[src/common/tmr_defs.svh]
/*
 * Offsets, field positions, reset values and timing counts of the timer block.
 * Assumes: included by bare name from the design modules and from the bench.
 */
`ifndef TMR_DEFS_SVH
`define TMR_DEFS_SVH

// Register offsets on the plain register port
`define TIMER_COUNT_OFS     2'h0
`define OPTION_CONFIG_OFS   2'h1
`define INTERRUPT_CTRL_OFS  2'h2

// Option field positions
`define OPT_PULLUP_BIT      7
`define OPT_INT_EDGE_BIT    6
`define OPT_SOURCE_BIT      5
`define OPT_EDGE_BIT        4
`define OPT_ASSIGN_BIT      3
`define OPT_RATE_HI         2
`define OPT_RATE_LO         0

// Interrupt control field positions
`define ICTL_ENABLE_BIT     5
`define ICTL_FLAG_BIT       2

// Reset values
`define OPTION_CONFIG_RST   8'hFF
`define TIMER_COUNT_RST     8'h00
`define INTERRUPT_CTRL_RST  8'h00

// Instruction cycles in which counting is held off after a count write
`define WRITE_HOLD_CYCLES   2'h2
// Internal phases per instruction cycle
`define PHASES_PER_CYCLE    4

`endif

[src/common/tmr_pkg.sv]
/*
 * Types shared by the timer block.
 * Assumes: the defines header is available by bare name.
 */
package tmr_pkg;

  // Option register fields as software sees them
  typedef struct packed {
    logic       pullup_enable;
    logic       int_edge;
    logic       count_source_select;
    logic       source_edge_select;
    logic       prescaler_assignment;
    logic [2:0] prescale_rate;
  } option_t;

  // Register port request
  typedef struct packed {
    logic [1:0] addr;
    logic [7:0] wdata;
    logic       wr;
    logic       rd;
  } reg_req_t;

  // Phase sequencer states
  typedef enum logic [1:0] {
    PH_Q1 = 2'b00,
    PH_Q2 = 2'b01,
    PH_Q3 = 2'b10,
    PH_Q4 = 2'b11
  } phase_t;

endpackage : tmr_pkg

[src/rtl/phase_gen.sv]
/*
 * Four-phase sequencer that splits the core clock into instruction cycles.
 * Assumes: one core clock; run low freezes the phases (sleep).
 */
`timescale 1ns/1ps
`include "tmr_defs.svh"

module phase_gen
  import tmr_pkg::*;
(
  input  wire logic core_clk,   // Core clock
  input  wire logic rstn,       // Synchronous reset, active low
  input  wire logic run,        // Phases advance while high
  output phase_t    phase,      // Current phase
  output logic      cycle_end   // Pulse on last phase of a cycle
);

  phase_t next_phase;

  // Step through Q1..Q4
  always_comb begin
    case (phase)
      PH_Q1:   next_phase = PH_Q2;
      PH_Q2:   next_phase = PH_Q3;
      PH_Q3:   next_phase = PH_Q4;
      PH_Q4:   next_phase = PH_Q1;
      default: next_phase = PH_Q1;
    endcase
  end

  // Phase register
  always_ff @(posedge core_clk) begin
    if (!rstn) begin
      phase <= PH_Q1;
    end else if (run) begin
      phase <= next_phase;
    end
  end

  assign cycle_end = run && (phase == PH_Q4);

endmodule : phase_gen

[src/rtl/shared_prescaler.sv]
/*
 * Eight-bit prescaler shared between the timer and the watchdog.
 * Assumes: tick_in is a one-cycle enable; clear is a one-cycle pulse.
 */
`timescale 1ns/1ps
`include "tmr_defs.svh"

module shared_prescaler
  import tmr_pkg::*;
(
  input  wire logic       core_clk,  // Core clock
  input  wire logic       rstn,      // Synchronous reset, active low
  input  wire logic       tick_in,   // Input event to divide
  input  wire logic       clear,     // Reset the internal count
  input  wire logic [2:0] rate,      // Division select
  output logic            tick_out   // Divided event pulse
);

  logic [7:0] count;

  // Mask of low bits that must all be set before the carry leaves
  function automatic logic [7:0] rate_mask(input logic [2:0] r);
    rate_mask = 8'(({1'b0, 8'hFF} << (r + 4'h1)) >> 9'h0);
    rate_mask = ~rate_mask;
  endfunction : rate_mask

  // Output leaves when the selected low bits wrap
  assign tick_out = tick_in && ((count & rate_mask(rate)) == rate_mask(rate));

  // Internal count, never visible to software
  always_ff @(posedge core_clk) begin
    if (!rstn || clear) begin
      count <= 8'h00;
    end else if (tick_in) begin
      count <= count + 8'h01;
    end
  end

endmodule : shared_prescaler

[src/rtl/timer_counter.sv]
/*
 * Eight-bit timer/counter with a prescaler shared with the watchdog.
 * Assumes: plain register port, read data one cycle after the read strobe;
 * the watchdog clear pulse and sleep level come from the core.
 */
// The address-and-strobe port and the placing of the registers are this design's own decisions.
`timescale 1ns/1ps
`include "tmr_defs.svh"

// What this block does
// - Single readable writable 8-bit count register
// - Source 0 counts each instruction cycle
// - Count held two cycles after write
// - Source 1 counts selected external input edges
// - External input sampled on Q2, Q4
// - Prescaler serves timer or watchdog, 0 timer
// - Rate field gives ratios 1:2 to 1:256
// - Undivided count only when prescaler to watchdog
// - Prescaler count hidden from software
// - Count write clears prescaler when timer-assigned
// - Watchdog clear clears prescaler when watchdog-assigned
// - Wrap FFh to 00h sets flag, interrupt
// - Flag set on every wrap regardless
// - Only software clears the overflow flag
// - Timer frozen during sleep
module timer_counter
  import tmr_pkg::*;
(
  input  wire logic       core_clk,             // Core clock, 100 MHz
  input  wire logic       rstn,                 // Synchronous reset, active low
  input  wire logic [1:0] addr,                 // Register address
  input  wire logic [7:0] wdata,                // Write data
  input  wire logic       wr,                   // Write strobe
  input  wire logic       rd,                   // Read strobe
  output logic      [7:0] rdata,                // Read data, cycle after rd
  input  wire logic       external_count_input, // External count pin
  input  wire logic       watchdog_clear,       // Watchdog clear instruction pulse
  input  wire logic       sleep,                // Core asleep
  input  wire logic       watchdog_tick,        // Watchdog base tick
  output logic            watchdog_step,        // Watchdog tick, scaled only when the watchdog owns the prescaler
  output logic            overflow_irq,         // Overflow interrupt request
  output logic            cycle_end             // Instruction cycle boundary
);

  option_t    option_config;
  logic [7:0] timer_count;
  logic       overflow_flag;
  logic       overflow_interrupt_enable;
  logic [1:0] hold_left;
  logic       ext_q2;
  logic       ext_q4;
  logic       ext_prev;
  logic       edge_seen;
  logic       src_tick;
  logic       to_timer;
  logic       psc_in;
  logic       psc_out;
  logic       psc_clear;
  logic       count_step;
  logic       inc;
  logic       wrap;
  logic       wr_count;
  logic       wr_ictl;
  phase_t     phase;

  // Address decode helper
  function automatic logic hit(input logic [1:0] a, input logic [1:0] ofs);
    hit = (a == ofs);
  endfunction : hit

  assign wr_count = wr && hit(addr, `TIMER_COUNT_OFS);
  assign wr_ictl  = wr && hit(addr, `INTERRUPT_CTRL_OFS);

  // Instruction cycle phases stop while asleep
  phase_gen u_phase (
    .core_clk  (core_clk),
    .rstn      (rstn),
    .run       (!sleep),
    .phase     (phase),
    .cycle_end (cycle_end)
  );

  // Option register
  always_ff @(posedge core_clk) begin
    if (!rstn) begin
      option_config <= option_t'(`OPTION_CONFIG_RST);
    end else if (wr && hit(addr, `OPTION_CONFIG_OFS)) begin
      option_config <= option_t'(wdata);
    end
  end

  // External input sampled on Q2 and Q4 of each cycle
  always_ff @(posedge core_clk) begin
    if (!rstn) begin
      ext_q2 <= 1'b0;
      ext_q4 <= 1'b0;
    end else begin
      if (phase == PH_Q2 && !sleep) begin
        ext_q2 <= external_count_input;
      end
      if (phase == PH_Q4 && !sleep) begin
        ext_q4 <= ext_q2;
      end
    end
  end

  // Previous synchronised level for edge detect, updated per cycle
  always_ff @(posedge core_clk) begin
    if (!rstn) begin
      ext_prev <= 1'b0;
    end else if (cycle_end) begin
      ext_prev <= ext_q4;
    end
  end

  // Edge select: 1 counts falling, 0 counts rising
  assign edge_seen = option_config.source_edge_select ? (ext_prev && !ext_q4)
                                                       : (!ext_prev && ext_q4);

  // Source of count events, one per instruction cycle at most
  assign src_tick = cycle_end &&
                    (option_config.count_source_select ? edge_seen : 1'b1);

  // Prescaler routing: assignment 0 gives it to the timer
  assign to_timer  = !option_config.prescaler_assignment;
  assign psc_in    = to_timer ? src_tick : (watchdog_tick && !sleep);
  assign psc_clear = (to_timer && wr_count) ||
                     (!to_timer && watchdog_clear);

  shared_prescaler u_psc (
    .core_clk (core_clk),
    .rstn     (rstn),
    .tick_in  (psc_in),
    .clear    (psc_clear),
    .rate     (option_config.prescale_rate),
    .tick_out (psc_out)
  );

  // Watchdog sees the prescaler only when it owns it
  assign watchdog_step = to_timer ? (watchdog_tick && !sleep) : psc_out;

  // Timer counts divided events, or undivided when watchdog owns prescaler
  assign count_step = to_timer ? psc_out : src_tick;
  assign inc        = count_step && (hold_left == 2'h0) && !sleep && !wr_count;
  assign wrap       = inc && (timer_count == 8'hFF);

  // Write hold-off counted in instruction cycles
  always_ff @(posedge core_clk) begin
    if (!rstn) begin
      hold_left <= 2'h0;
    end else if (wr_count) begin
      hold_left <= `WRITE_HOLD_CYCLES;
    end else if (cycle_end && hold_left != 2'h0) begin
      hold_left <= hold_left - 2'h1;
    end
  end

  // Timer count register
  always_ff @(posedge core_clk) begin
    if (!rstn) begin
      timer_count <= `TIMER_COUNT_RST;
    end else if (wr_count) begin
      timer_count <= wdata;
    end else if (inc) begin
      timer_count <= timer_count + 8'h01;
    end
  end

  // Overflow flag: set wins over a software clear, never self-clears
  always_ff @(posedge core_clk) begin
    if (!rstn) begin
      overflow_flag <= 1'b0;
    end else if (wrap) begin
      overflow_flag <= 1'b1;
    end else if (wr_ictl) begin
      overflow_flag <= wdata[`ICTL_FLAG_BIT];
    end
  end

  // Interrupt enable
  always_ff @(posedge core_clk) begin
    if (!rstn) begin
      overflow_interrupt_enable <= 1'b0;
    end else if (wr_ictl) begin
      overflow_interrupt_enable <= wdata[`ICTL_ENABLE_BIT];
    end
  end

  assign overflow_irq = overflow_flag && overflow_interrupt_enable;

  // Read data, prescaler count is not mapped
  always_ff @(posedge core_clk) begin
    if (!rstn) begin
      rdata <= 8'h00;
    end else if (rd) begin
      case (addr)
        `TIMER_COUNT_OFS:    rdata <= timer_count;
        `OPTION_CONFIG_OFS:  rdata <= option_config;
        `INTERRUPT_CTRL_OFS: rdata <= {2'h0, overflow_interrupt_enable, 2'h0,
                                       overflow_flag, 2'h0};
        default:             rdata <= 8'h00;
      endcase
    end else begin
      rdata <= 8'h00;
    end
  end

  // Count write takes effect on the next edge
  a_count_write: assert property (@(posedge core_clk) disable iff (!rstn)
    wr_count |=> timer_count == $past(wdata))
    else $error("count write not stored");

  // Count unchanged on the seventh clock after a write
  a_write_hold: assert property (@(posedge core_clk) disable iff (!rstn)
    wr_count ##1 (!wr_count)[*7] |-> $stable(timer_count))
    else $error("count moved during write hold");

  // Wrap sets the flag
  a_wrap_flag: assert property (@(posedge core_clk) disable iff (!rstn)
    wrap |=> overflow_flag && timer_count == 8'h00)
    else $error("wrap did not set flag");

  // Flag never drops without a software write
  a_flag_sticky: assert property (@(posedge core_clk) disable iff (!rstn)
    overflow_flag && !wr_ictl |=> overflow_flag)
    else $error("flag cleared by hardware");

  // Enabled wrap raises the request on the next cycle
  a_irq_gate: assert property (@(posedge core_clk) disable iff (!rstn)
    wrap && overflow_interrupt_enable && !wr_ictl |=> overflow_irq)
    else $error("interrupt not raised on wrap");

  // Frozen in sleep
  a_sleep_freeze: assert property (@(posedge core_clk) disable iff (!rstn)
    sleep && !wr_count |=> $stable(timer_count))
    else $error("timer moved in sleep");

  // Undivided timer mode steps once per cycle
  a_undivided: assert property (@(posedge core_clk) disable iff (!rstn)
    !to_timer && !option_config.count_source_select && cycle_end && hold_left == 2'h0
      && !sleep && !wr_count |=> timer_count == $past(timer_count) + 8'h01)
    else $error("undivided step missed");

  // Watchdog clear empties the prescaler when the watchdog owns it
  a_wdt_clear: assert property (@(posedge core_clk) disable iff (!rstn)
    !to_timer && watchdog_clear |=> u_psc.count == 8'h00)
    else $error("watchdog clear left prescaler count");

  // Count write empties the prescaler when the timer owns it
  a_psc_write_clear: assert property (@(posedge core_clk) disable iff (!rstn)
    to_timer && wr_count |=> u_psc.count == 8'h00)
    else $error("count write left prescaler count");

  // Count only moves on an instruction cycle boundary or a write
  a_cycle_only: assert property (@(posedge core_clk) disable iff (!rstn)
    !cycle_end && !wr_count |=> $stable(timer_count))
    else $error("count moved off a cycle boundary");

  // Counter mode needs a seen edge to step
  a_ext_edge: assert property (@(posedge core_clk) disable iff (!rstn)
    option_config.count_source_select && !edge_seen && !wr_count |=> $stable(timer_count))
    else $error("counter mode stepped without an edge");

  // Rising edge counted when edge select is 0
  a_rise_count: assert property (@(posedge core_clk) disable iff (!rstn)
    !to_timer && option_config.count_source_select && !option_config.source_edge_select
      && cycle_end && !ext_prev && ext_q4 && hold_left == 2'h0 && !wr_count
      |=> timer_count == $past(timer_count) + 8'h01)
    else $error("rising edge not counted");

  // Falling edge counted when edge select is 1
  a_fall_count: assert property (@(posedge core_clk) disable iff (!rstn)
    !to_timer && option_config.count_source_select && option_config.source_edge_select
      && cycle_end && ext_prev && !ext_q4 && hold_left == 2'h0 && !wr_count
      |=> timer_count == $past(timer_count) + 8'h01)
    else $error("falling edge not counted");

  // First sampling stage takes the pin on Q2
  a_sync_q2: assert property (@(posedge core_clk) disable iff (!rstn)
    phase == PH_Q2 && !sleep |=> ext_q2 == $past(external_count_input))
    else $error("pin not sampled on Q2");

  // First sampling stage holds outside Q2
  a_sync_hold: assert property (@(posedge core_clk) disable iff (!rstn)
    phase != PH_Q2 |=> $stable(ext_q2))
    else $error("pin sampled outside Q2");

  // Second sampling stage moves on Q4
  a_sync_q4: assert property (@(posedge core_clk) disable iff (!rstn)
    phase == PH_Q4 && !sleep |=> ext_q4 == $past(ext_q2))
    else $error("second stage not loaded on Q4");

  // Prescaler owned by the timer only passes timer source events
  a_psc_owner: assert property (@(posedge core_clk) disable iff (!rstn)
    to_timer && !src_tick |-> !count_step)
    else $error("timer stepped from a foreign source");

  // Every timer ratio is at least 1:2
  a_rate_floor: assert property (@(posedge core_clk) disable iff (!rstn)
    to_timer && psc_out |-> u_psc.count[0])
    else $error("prescaler fired faster than 1:2");

  // Top rate fires only when all eight bits wrap
  a_rate_top: assert property (@(posedge core_clk) disable iff (!rstn)
    to_timer && psc_out && option_config.prescale_rate == 3'h7 |-> u_psc.count == 8'hFF)
    else $error("1:256 ratio broken");

  // Lowest rate fires on every second event
  a_rate_low: assert property (@(posedge core_clk) disable iff (!rstn)
    to_timer && src_tick && option_config.prescale_rate == 3'h0 && u_psc.count[0]
      |-> psc_out)
    else $error("1:2 ratio broken");

  // Read data is zero outside the answer cycle
  a_rd_idle: assert property (@(posedge core_clk) disable iff (!rstn)
    !rd |=> rdata == 8'h00)
    else $error("read data outside answer cycle");

  // Unmapped address reads zero, prescaler never shows
  a_rd_unmapped: assert property (@(posedge core_clk) disable iff (!rstn)
    rd && addr == 2'h3 |=> rdata == 8'h00)
    else $error("unmapped read not zero");

  // Option write lands, assignment bit included
  a_opt_write: assert property (@(posedge core_clk) disable iff (!rstn)
    wr && addr == `OPTION_CONFIG_OFS |=> option_config == $past(wdata))
    else $error("option write not stored");

  // Software write of zero clears the flag
  a_flag_clear: assert property (@(posedge core_clk) disable iff (!rstn)
    wr_ictl && !wdata[`ICTL_FLAG_BIT] && !wrap |=> !overflow_flag)
    else $error("software clear of flag lost");

  // Wrap wins over a clear in the same cycle
  a_set_wins: assert property (@(posedge core_clk) disable iff (!rstn)
    wrap && wr_ictl |=> overflow_flag)
    else $error("wrap lost against clear");

  // No instruction cycle boundary while asleep
  a_sleep_phase: assert property (@(posedge core_clk) disable iff (!rstn)
    sleep |-> !cycle_end)
    else $error("cycle boundary during sleep");

  // Count read returns the count
  a_count_read: assert property (@(posedge core_clk) disable iff (!rstn)
    rd && addr == `TIMER_COUNT_OFS |=> rdata == $past(timer_count))
    else $error("count read wrong");

endmodule : timer_counter

[config.mk]
export PLATFORM = sky130hd
export DESIGN_NAME = timer_counter
export DESIGN_NICKNAME = d
export VERILOG_FILES = /design/src/common/tmr_pkg.sv /design/src/rtl/phase_gen.sv /design/src/rtl/shared_prescaler.sv /design/src/rtl/timer_counter.sv
export VERILOG_INCLUDE_DIRS = /design/src /design/src/common
export SDC_FILE = /design/constraint.sdc
export NUM_CORES = 1
export LEC_CHECK = 0
export BUFFER_PORTS_ARGS = -buffer_cell sky130_fd_sc_hd__buf_2
export CAP_MARGIN = 10
export CORE_ASPECT_RATIO = 1.1
export CORE_MARGIN = 5
export CORE_UTILIZATION = 51
export DETAILED_ROUTE_END_ITERATION = 12
export PLACE_DENSITY = 0.75
export REMOVE_ABC_BUFFERS = 1
export SYNTH_ARGS = -nofsm -noshare
export SYNTH_HDL_FRONTEND = slang
export SYNTH_SLANG_ARGS = --single-unit
[constraint.sdc]
create_clock -name core_clk -period 2.22 [get_ports core_clk]
set_input_delay 0.444 -clock core_clk [delete_from_list [all_inputs] [get_ports core_clk]]
set_output_delay 0.444 -clock core_clk [all_outputs]
set_load 0.01 [all_outputs]
; ---- Yosys cells after proc, flatten, opt, wreduce, memory -nomap -nowiden
; Index checks and enable logic that the tools add are counted.
[word_totals]
elab_cells = 80
regBits = 41
in_bits = 18
output_inout_bits = 11
[op_classes]
mux = 13
n_eq_ne = 7
reduce_logical = 35
n_bitwise = 3
add_sub_neg = 4
n_shift = 1
[op_table]
columns = operator, count
row1 = $pmux W8 S3, 1
row2 = $logic_and A1 B1 Y1, 18
row3 = $add A8 B1 Y8 const B, 2
row4 = $mux W8, 2
row5 = $and A8 B8 Y8, 1
row6 = $eq A8 B8 Y1, 1
row7 = $eq A8 B8 Y1 const B, 1
row8 = $not A8 Y8, 1
row9 = $pmux W2 S4, 1
row10 = $reduce_bool A2 Y1, 4
row11 = $shl A8 B4 Y8 const A, 1
row12 = $mux W1, 7
row13 = $eq A2 B2 Y1 const B, 3
row14 = $logic_not A1 Y1, 6
row15 = $logic_not A2 Y1, 3
row16 = $add A3 B1 Y4 const B, 1
row17 = $eq A2 B1 Y1 const B, 2
row18 = $mux W2, 2
row19 = $logic_or A1 B1 Y1, 2
row20 = $reduce_and A2 Y1, 1
row21 = $reduce_or A2 Y1, 1
row22 = $sub A2 B1 Y2 const B, 1
row23 = $not A1 Y1, 1

; ---- Longest topological paths before layout
; Gate-level depths: netlist of the first run.
[logic_depth]
ltp_word = 13
ltp_mapped = 7
depth_no_buf = 7

; ---- Cells and area by module
; A second synthesis of the first run with hierarchy kept.
[unflattened]
hier_cells = 248
hier_area_um2 = 2078.2
[by_module_without_submodules]
columns = module, n_inst, area_each_um2, cells_per_inst
row1 = timer_counter, 1, 1503.9, 180
row2 = shared_prescaler, 1, 451.7, 55
row3 = phase_gen, 1, 122.6, 13

; ---- Worst setup path after synthesis of the first run
; OpenSTA, ideal clock, no wires.
[synth_path]
kind = reg2reg
from = register option_config[1] (netlist name)
to = register timer_count[0]
stages_incl_launch_ff = 8
path_slack_ps = 157
t_arrival_ps = 1989
n_path_buf = 0
setup_ps = 74
t_required_ps = 2146
cell_sequence = dfxtp_1 -> ha_1 -> ha_1 -> nor2_1 -> o221ai_2 -> o41a_1 -> or3_1 -> a31oi_1
[synth_via]
elab_chain_len = 11
[synth_lines]
columns = element, line
row1 = from (decl), timer_counter.sv:45  ; option_t option_config;
row2 = from (signal assigned), timer_counter.sv:86  ; option_config <= option_t'(`OPTION_CONFIG_RST);
row3 = from (signal assigned), timer_counter.sv:88  ; option_config <= option_t'(wdata);
row4 = $add A3 B1 Y4 (*), shared_prescaler.sv:23  ; rate_mask = 8'(({1'b0, 8'hFF} << (r + 4'h1)) >> 9'h0);
row5 = $shl A8 B4 Y8 (*), shared_prescaler.sv:23
row6 = $not A8 Y8 (*), shared_prescaler.sv:24  ; rate_mask = ~rate_mask;
row7 = $and A8 B8 Y8, shared_prescaler.sv:28  ; assign tick_out = tick_in && ((count & rate_mask(rate)) == rate_mask(rate));
row8 = $eq A8 B8 Y1 (*), shared_prescaler.sv:28
row9 = $logic_and A1 B1 Y1 (*), shared_prescaler.sv:28
row10 = $mux W1 (*), timer_counter.sv:143  ; assign count_step = to_timer ? psc_out : src_tick;
row11 = $logic_and A1 B1 Y1 (*) (3 in a row), timer_counter.sv:144  ; assign inc = count_step && (hold_left == 2'h0) && !sleep && !wr_count;
row12 = $reduce_bool A2 Y1 (no line) (*), n/a
row13 = to (signal assigned), timer_counter.sv:161  ; timer_count <= `TIMER_COUNT_RST;
row14 = to (signal assigned), timer_counter.sv:163  ; timer_count <= wdata;
row15 = to (signal assigned), timer_counter.sv:165  ; timer_count <= timer_count + 8'h01;
row16 = to (decl), timer_counter.sv:46  ; logic [7:0] timer_count;
; Mark *: on every way between the ends. The rest lies on a longest branch, timed or not.
; A chain may end at the register's enable or synchronous reset.

; ---- Worst setup path in the final report of the first run
[layout_path]
from = register option_config[1] (netlist name)
to = output port watchdog_step
[layout_via]
elab_chain_len = 7
[layout_lines]
columns = element, line
row1 = $add A3 B1 Y4 (*), shared_prescaler.sv:23
row2 = $shl A8 B4 Y8 (*), shared_prescaler.sv:23
row3 = $not A8 Y8 (*), shared_prescaler.sv:24
row4 = $and A8 B8 Y8, shared_prescaler.sv:28
row5 = $eq A8 B8 Y1 (*), shared_prescaler.sv:28
row6 = $logic_and A1 B1 Y1 (*), shared_prescaler.sv:28
row7 = $mux W1 (*), timer_counter.sv:140  ; assign watchdog_step = to_timer ? (watchdog_tick && !sleep) : psc_out;
row8 = to (decl), timer_counter.sv:40  ; output logic watchdog_step,
; Marks and branches as above.

==> impl_metrics.env, run 1 <==
export IMPL_crit_family="compound AO/OA/AOI/OAI gates"
export IMPL_vdd_drop_max_uv=358.2
export IMPL_synth_simple_area_share=0.2333
export IMPL_syn_cell_area_um2=2113
export IMPL_io_pins=29
export IMPL_max_cap_viol_count=0
export IMPL_drive_above_1_share=0.2273
export IMPL_vias=1960
export IMPL_required_ns=1.78
export IMPL_wl_mm=5.219
export IMPL_ys_seq_elements=41
export IMPL_slowest_stage="dfxtp_2"
export IMPL_core_area_um2=3994
export IMPL_die_w_um=71.38
export IMPL_grt_pass1_vias=1861
export IMPL_die_h_um=77.52
export IMPL_post_route_period_util=0.9962
export IMPL_drtAntennaViolNets=0
export IMPL_worst_pin_slew_ns=0.4126
export IMPL_dp_slack_ns=0.003187
export IMPL_vias_per_cell=5.799
export IMPL_numCtsBuffers=5
export IMPL_hpwlAfterDp_mm=3.659
export IMPL_antenna_cells=0
export IMPL_min_delay_path_class="in -> reg"
export IMPL_leakagePower_nw=1.063
export IMPL_arrival_ns=1.77
export IMPL_synthCells=243
export IMPL_grt_pass1_wl_mm=8.742
export IMPL_drtPass1Iterations=4
export IMPL_grt_ovfl_total=0
export IMPL_path_clk_slew_ns=0.08
export IMPL_io_buffers=28
export IMPL_wl_per_cell_um=15.44
export IMPL_status="finished, final reports clean"
export IMPL_drc_errors=0
export IMPL_synthArstFlopShare=0
export IMPL_yosys_area_share_xor_xnor=0.03316
export IMPL_worst_path_max_fanout=2
export IMPL_layout_commonest_cell="dfxtp_1"
export IMPL_synthFlopType="dfxtp_1"
export IMPL_crit_top_cell="ha_4"
export IMPL_grt_max_degree=22
export IMPL_initial_core_util=0.5291
export IMPL_layout_setup_ws_ns=0.008376
export IMPL_p_total_mw=1.484
export IMPL_antenna_found_initial=0
export IMPL_fmax_mhz=452.2
export IMPL_slew_headroom=0.7244
export IMPL_nets=312
export IMPL_synth_top_family_by_area="simple AND/OR/NAND/NOR gates"
export IMPL_syn2layout_area_growth_pct=20.43
export IMPL_synth_edf_count=0
export IMPL_num_fill_cells=343
export IMPL_gp_congestion=0.9058
export IMPL_fin_skew_ns=0.003217
export IMPL_p_per_area_nw_per_um2=583.2
export IMPL_drt_iter0_markers=152
export IMPL_place_area_um2=2379
export IMPL_rsz0062_at_grt="yes"
export IMPL_fin_crit_ns=2.212
export IMPL_synth_compound_area_share=0.1954
export IMPL_yosys_warnings=0
export IMPL_htreeDepth=2
export IMPL_layout_cells_non_filler=338
export IMPL_max_stage_delay_ns=0.34
export IMPL_critPathKind="reg -> out"
export IMPL_hold_viol_final=0
export IMPL_clock_sinks=41
export IMPL_cp_num_buf_inv=1
export IMPL_syn_avg_cell_area_um2=8.697
export IMPL_synth_area_mux_share=0.06631
export IMPL_crit_chain="ha_4, ha_4, a21boi_4, o41ai_2, and3b_1, buf_2"
export IMPL_synth_seq_area_share=0.3884
export IMPL_synthAdderAreaFrac=0.05329
export IMPL_clkLatencyLatePin_ns=0.30
export IMPL_die_area_um2=5533
export IMPL_dp_cells=327
export IMPL_grt_usage=0.1955
export IMPL_ys_types=42
export IMPL_mostFrequentLayoutCells="dfxtp_1 (39), nand2_1 (28), buf_2 (28)"
export IMPL_drv_slew=0
export IMPL_final_area_um2=2545
export IMPL_critPathLaunchType="flip-flop"
export IMPL_tritoncts="built"
export IMPL_cts_buffer_depth=2
export IMPL_fp_row_count=24
export IMPL_cts_root_buf="clkbuf_8"
export IMPL_end_kind="output pin"
export IMPL_setup_viol=0
[through the flow]
stage	util	setup TNS [ns]	hold WS [ns]
after floorplan	-	0	0.4382
after global placement	0.5956	0	0.4534
after detailed placement	0.5956	0	0.4602
after CTS	0.6344	-0.02297	0.3715
after global routing	0.6372	-0.06646	0.3980
final	0.6372	0	0.3754
[power breakdown]
part	total, mW	internal (mW)	switching, mW
Clock	0.482	0.218	0.263
Sequential	0.787	0.761	0.0261
Combinational	0.216	0.0972	0.119
Total	1.48	1.08	0.408
[flip-flops by register name (all words and copies together), names as in the netlist]
name	cells
hold_left	2
ext_q4	1
u_psc.count	8
timer_count	8
option_config	8
ext_prev	1
overflow_flag	1
rdata	8
u_phase.phase	2
ext_q2	1
overflow_interrupt_enable	1
[cells by family after synthesis]
| logic type | Yosys count |
|---|---|
| DFF | 41 |
| muxes | 14 |
| buffers and inverters | 17 |
| adders and majority gates | 9 |
| xor gates and xnor gates | 8 |
| AOI/OAI and AO/OA | 52 |
| and+or+nand+nor | 102 |
[worst paths after layout]
kind,cells after the start,from,slack [ns],end
worst max-delay path,6,option_config[1],0.008,watchdog_step
worst min-delay path,3,wdata[4],0.38,option_config[4]
worst max register to register,8,option_config[1],0.10,timer_count[5]
worst min register to register,2,option_config[7],0.47,option_config[7]
[Yosys cell counts (3+ instances only)]
master / count / area (um^2)
a2111oi_2: 3 / 45.04
a211oi_1: 9 / 67.56
a21oi_1: 10 / 50.05
a31oi_1: 3 / 18.77
and3_1: 5 / 31.28
clkbuf_1: 7 / 26.28
dfxtp_1: 41 / 820.8
ha_1: 9 / 112.6
inv_1: 9 / 33.78
mux2i_1: 14 / 140.1
nand2_1: 28 / 105.1
nand3_1: 15 / 75.07
nand3b_1: 3 / 22.52
nand4_1: 3 / 18.77
nor2_1: 28 / 105.1
nor3_1: 5 / 25.02
o211ai_1: 4 / 30.03
o21ai_0: 7 / 35.03
xnor2_1: 8 / 70.07
[layout make-up]
| cell class | instances | area, um^2 | share of cell area |
|---|---|---|---|
| flip-flops and latches | 41 | 823.3 | 0.3235 |
| repair buffers | 43 | 256.5 | 0.1008 |
| clock buffers | 6 | 72.57 | 0.02852 |
| inverters | 9 | 33.78 | 0.01327 |
| multi-input cells | 185 | 1284 | 0.5044 |
| well taps | 52 | 65.06 | 0.02557 |
| clock inverters | 2 | 10.01 | 0.003933 |
[worst register-to-register path, cell delays in order, from the launching register on]
cell	delay, ns
dfxtp_2	0.34
ha_4	0.16
ha_4	0.24
nor2_4	0.08
o221ai_2	0.12
buf_4	0.16
o41a_1	0.44
nor2_1	0.32
a311oi_1	0.14
[per-layer routing]
metal	wire, um	vias up	track usage
li1	-	967	-
met1	2307	930	0.2604
met2	2503	52	0.3070
met3	309	11	0.04910
met4	99	0	0.06767
met5	0	-	0
[repair_timing]
action	in CTS	in global routing
pin swaps	5	2
setup endpoints to repair	1	5
hold buffers	0	0
gates resized for setup	11	1
endpoints found under the hold margin	0	0
buffers inserted	2	1
cloned	0	0
Power figures use the tool's default switching activity.
==> run 2: changes to the inputs <==
Settings changed: CELL_PAD_IN_SITES_DETAIL_PLACEMENT set to 0, CELL_PAD_IN_SITES_GLOBAL_PLACEMENT set to 1, CORE_UTILIZATION 51 to 39, PLACE_DENSITY 0.75 to not set, PLACE_DENSITY_LB_ADDON set to 0.08.
==> impl_metrics.env, run 2 (same netlist as run 1, synthesis figures left out) <==
export IMPL_status="finished, final reports clean"
export IMPL_rsz0062_at_grt="yes"
export IMPL_fp_row_count=28
export IMPL_postCtsHoldBufs=0
export IMPL_r2r_cells=9
export IMPL_tritoncts="built"
export IMPL_grt_max_degree=22
export IMPL_core_area_um2=5325
export IMPL_mostFrequentLayoutCells="dfxtp_1 (39), nand2_1 (28), buf_2 (28)"
export IMPL_clock_sinks=41
export IMPL_r2r_end="timer_count[5]"
export IMPL_whs_path_depth=3
export IMPL_drt_iter0_markers=51
export IMPL_p_per_area_nw_per_um2=626.3
export IMPL_grt_usage=0.1663
export IMPL_grt_pass1_wl_mm=8.942
export IMPL_wl_mm=5.448
export IMPL_cts_buffer_depth=2
export IMPL_wl_per_cell_um=15.09
export IMPL_hold_end="option_config[7]"
export IMPL_p_seq_frac=0.481
export IMPL_hpwlAfterDp_mm=3.959
export IMPL_drv_slew=0
export IMPL_setup_viol=0
export IMPL_clkLatencyLatePin_ns=0.29
export IMPL_drtPass1Iterations=4
export IMPL_max_stage_delay_ns=0.34
export IMPL_hold_viol_final=0
export IMPL_critPathLaunchType="flip-flop"
export IMPL_fin_skew_ns=0.005009
export IMPL_gp_congestion=0.8700
export IMPL_vdd_drop_max_uv=332.3
export IMPL_cellInternalPower_mw=1.224
export IMPL_vias_per_cell=5.235
export IMPL_vias=1890
export IMPL_pwr_share_comb=0.133
export IMPL_antenna_cells=0
export IMPL_switching_share=0.2515
export IMPL_drive_above_1_share=0.2308
export IMPL_die_w_um=80.19
export IMPL_drtAntennaViolNets=0
export IMPL_io_buffers=28
export IMPL_crit_chain="ha_4, ha_4, a21boi_4, o41ai_2, and3b_1, buf_2"
export IMPL_min_delay_path_class="in -> reg"
export IMPL_switchingPower_mw=0.4112
export IMPL_leakagePower_nw=1.077
export IMPL_arrival_ns=1.75
export IMPL_fin_crit_ns=2.197
export IMPL_power_share_clock=0.386
export IMPL_hp_start="wdata[7]"
export IMPL_io_pins=29
export IMPL_die_h_um=87.21
export IMPL_critPathKind="reg -> out"
export IMPL_final_util=0.4901
export IMPL_slew_headroom=0.6881
export IMPL_fmax_mhz=455.2
export IMPL_worst_path_max_fanout=2
export IMPL_numCtsBuffers=5
export IMPL_syn2layout_area_growth_pct=23.50
export IMPL_antenna_found_initial=0
export IMPL_num_fill_cells=556
export IMPL_post_route_period_util=0.9895
export IMPL_worst_pin_slew_ns=0.4668
export IMPL_drc_errors=0
export IMPL_initial_core_util=0.3969
export IMPL_slowest_stage="dfxtp_2"
export IMPL_grt_ovfl_total=0
export IMPL_required_ns=1.78
export IMPL_crit_top_cell="ha_4"
export IMPL_cts_root_buf="clkbuf_8"
export IMPL_r2r_start="option_config[0]"
export IMPL_die_area_um2=6993
export IMPL_nets=312
export IMPL_path_clk_slew_ns=0.08
export IMPL_max_cap_viol_count=0
export IMPL_htreeDepth=2
export IMPL_end_kind="output pin"
export IMPL_whs_ns=0.3814
export IMPL_reg2reg_slack_ns=0.12
export IMPL_grt_pass1_vias=1831
export IMPL_layout_commonest_cell="dfxtp_1"
-- run 2: area by class of cell --
class / count / area, um^2 / area share
Multi-Input combinational cell: 185 / 1286 / 0.4928
Inverter: 9 / 33.78 / 0.01294
Sequential cell: 41 / 823.3 / 0.3154
Tap cell: 75 / 93.84 / 0.03595
Clock buffer: 7 / 86.33 / 0.03308
Timing Repair Buffer: 43 / 256.5 / 0.09827
Clock inverter: 1 / 30.03 / 0.01151
-- run 2: metrics by stage --
| stage | total power [mW] | instance area [um^2] | std cells | setup slack [ns] | TNS [ns] |
|---|---|---|---|---|---|
| after CTS | 1.647 | 2596 | 360 | -0.02988 | -0.02988 |
| final | 1.635 | 2610 | 361 | 0.02322 | 0 |
| after detailed placement | 0.9907 | 2407 | 350 | -0.01331 | -0.01331 |
| after floorplan | 0.9061 | 2083 | 235 | 0.1568 | 0 |
| after global placement | 0.9901 | 2407 | 350 | 0.005399 | 0 |
| after global routing | 1.705 | 2610 | 361 | -0.07186 | -0.07186 |
-- run 2: routing by layer --
| metal | routed length (um) | global-route usage |
|---|---|---|
| met5 | 0 | 0 |
| met4 | 65 | 0.04608 |
| met3 | 184 | 0.03727 |
| met2 | 2516 | 0.2748 |
| met1 | 2682 | 0.2176 |
-- run 2: timing repair --
item,CTS,global route
buffers inserted,2,1
gates cloned,0,0
endpoints found under the setup margin,1,7
resized for setup,11,2
pin swaps,5,4
-- run 2: how the worst max path moves through the flow --
stage / startpoint / endpoint / slack [ns] / cells after the start
after floorplan: option_config[1] / timer_count[0] / 0.16 / 7
after global placement: option_config[0] / watchdog_step / 0.005 / 7
after detailed placement: option_config[0] / watchdog_step / -0.01 / 7
after CTS: option_config[0] / watchdog_step / -0.03 / 6
after global routing: option_config[0] / watchdog_step / -0.07 / 7
final: option_config[0] / watchdog_step / 0.02 / 6
-- run 2: power by group through the flow --
stage / combinational, mW / sequential, mW / clock [mW]
2_1_floorplan: 0.108 / 0.798 / 0
3_5_place_dp: 0.190 / 0.801 / 0
6_report: 0.217 / 0.787 / 0.631
5_1_grt: 0.239 / 0.790 / 0.676
4_1_cts: 0.214 / 0.786 / 0.647
3_3_place_gp: 0.188 / 0.802 / 0
-- run 2: critical path: cells and delay by family (launching register included) --
kind,cells,cell delay [ns]
compound gates,2,0.41
fa+ha+maj,2,0.40
buf+inv,1,0.12
flops,1,0.34
simple gates,1,0.19
==> run 3: changes to the inputs <==
Settings changed: CAP_MARGIN 10 to 40, CORE_MARGIN 5 to 3.
==> impl_metrics.env, run 3 (same netlist as run 1, synthesis figures left out) <==
export IMPL_status="finished, final reports clean"
export IMPL_reg2reg_slack_ns=0.13
export IMPL_switching_share=0.2615
export IMPL_critPathKind="reg -> out"
export IMPL_clock_sinks=41
export IMPL_path_clk_slew_ns=0.08
export IMPL_io_pins=29
export IMPL_num_fill_cells=526
export IMPL_core_area_um2=5135
export IMPL_fin_skew_ns=0.004020
export IMPL_pwr_share_comb=0.143
export IMPL_final_area_um2=2610
export IMPL_fp_row_count=27
export IMPL_syn2layout_area_growth_pct=23.50
export IMPL_io_buffers=28
export IMPL_htreeDepth=2
export IMPL_leakagePower_nw=1.086
export IMPL_grt_usage=0.1773
export IMPL_numCtsBuffers=5
export IMPL_post_route_period_util=0.9977
export IMPL_met2_usage=0.2863
export IMPL_wl_per_cell_um=14.70
export IMPL_vias_per_cell=5.222
export IMPL_grt_ovfl_total=0
export IMPL_die_h_um=83.21
export IMPL_drt_iter0_markers=86
export IMPL_worst_pin_slew_ns=0.4138
export IMPL_drive_above_1_share=0.2422
export IMPL_hold_viol_final=0
export IMPL_use_met1=0.2380
export IMPL_setup_viol=0
export IMPL_arrival_ns=1.77
export IMPL_antenna_cells=0
export IMPL_layout_commonest_cell="dfxtp_1"
export IMPL_p_total_mw=1.545
export IMPL_nets=315
export IMPL_regArea_um2=823.3
export IMPL_die_w_um=76.19
export IMPL_clkLatencyLatePin_ns=0.29
export IMPL_cellInternalPower_mw=1.141
export IMPL_hpwlAfterDp_mm=3.918
export IMPL_end_kind="output pin"
export IMPL_mostFrequentLayoutCells="dfxtp_1 (39), nand2_1 (28), buf_2 (28)"
export IMPL_max_cap_viol_count=0
export IMPL_multi_input_area_um2=1286
export IMPL_die_area_um2=6339
export IMPL_gp_congestion=0.7728
export IMPL_p_per_area_nw_per_um2=592.1
export IMPL_cts_root_buf="clkbuf_8"
export IMPL_fin_crit_ns=2.215
export IMPL_drv_slew=0
export IMPL_use_met3=0.03579
export IMPL_drtAntennaViolNets=0
export IMPL_grt_max_degree=22
export IMPL_grt_pass1_wl_mm=9.087
export IMPL_drtPass1Iterations=4
export IMPL_slew_headroom=0.7235
export IMPL_tritoncts="built"
export IMPL_initial_core_util=0.4115
export IMPL_worst_path_max_fanout=2
export IMPL_critPathLaunchType="flip-flop"
export IMPL_place_area_um2=2434
export IMPL_rsz0062_at_grt="yes"
export IMPL_wl_mm=5.305
export IMPL_power_share_clock=0.349
export IMPL_cts_buffer_depth=2
export IMPL_grt_pass1_vias=1844
export IMPL_switchingPower_mw=0.4041
export IMPL_required_ns=1.78
export IMPL_drc_errors=0
export IMPL_vias=1885
export IMPL_antenna_found_initial=0
export IMPL_vdd_drop_max_uv=255.7
export IMPL_min_delay_path_class="in -> reg"
export IMPL_p_seq_frac=0.508
export IMPL_grt_busiest_layer="met2"
export IMPL_fmax_mhz=451.5
[run 3: power groups by stage]
stage,Combinational (mW),Clock (mW),Sequential [mW]
floorplan,0.108,0,0.798
global placement,0.195,0,0.800
detailed placement,0.194,0,0.800
CTS,0.219,0.560,0.785
global route,0.245,0.592,0.789
finish,0.221,0.539,0.785
[run 3: layer usage]
| layer | vias up | part of all wire |
|---|---|---|
| li1 | 972 | - |
| met1 | 871 | 0.48 |
| met2 | 36 | 0.47 |
| met3 | 6 | 0.038 |
| met4 | 0 | 0.013 |
| met5 | - | 0 |
[run 3: cell type report]
cell class	instances	area share
Multi-Input combinational cell	185	0.4928
Timing Repair Buffer	46	0.1055
Inverter	9	0.01294
Sequential cell	41	0.3154
Clock buffer	7	0.03691
Tap cell	72	0.03452
Clock inverter	1	0.001918
[run 3: worst max-delay path, stage by stage (launching register included)]
cell and delay [ns]:
dfxtp_2 0.34, ha_4 0.16, ha_4 0.25, a21boi_4 0.14, o41ai_2 0.27, and3b_1 0.19, buf_2 0.13
[run 3: what timing repair did]
action | 4_1_cts | 5_1_grt
endpoints found under the setup margin | 1 | 6
hold buffers | 0 | 0
resized for setup | 11 | 1
endpoints found under the hold margin | 0 | 0
pin swaps | 5 | 2
buffers inserted | 2 | 0
[run 3: path summary, 6_finish.rpt]
check,startpoint,to,depth (start not counted)
max,option_config[1],watchdog_step,6
min,wdata[4],option_config[4],3
max reg2reg,option_config[1],timer_count[2],9
min reg2reg,overflow_interrupt_enable,overflow_interrupt_enable,2
[run 3: metrics by stage]
step | TNS [ns] | hold WS (ns) | setup WS [ns] | utilization | cells
CTS | -0.006987 | 0.3733 | -0.006987 | 0.5078 | 361
global placement | 0 | 0.4519 | 0.03211 | 0.4739 | 351
detailed placement | -0.01309 | 0.4642 | -0.01309 | 0.4739 | 351
floorplan | 0 | 0.4382 | 0.1568 | - | 235
finish | 0 | 0.3838 | 0.005171 | 0.5083 | 361
global route | -0.07543 | 0.3864 | -0.07543 | 0.5083 | 361
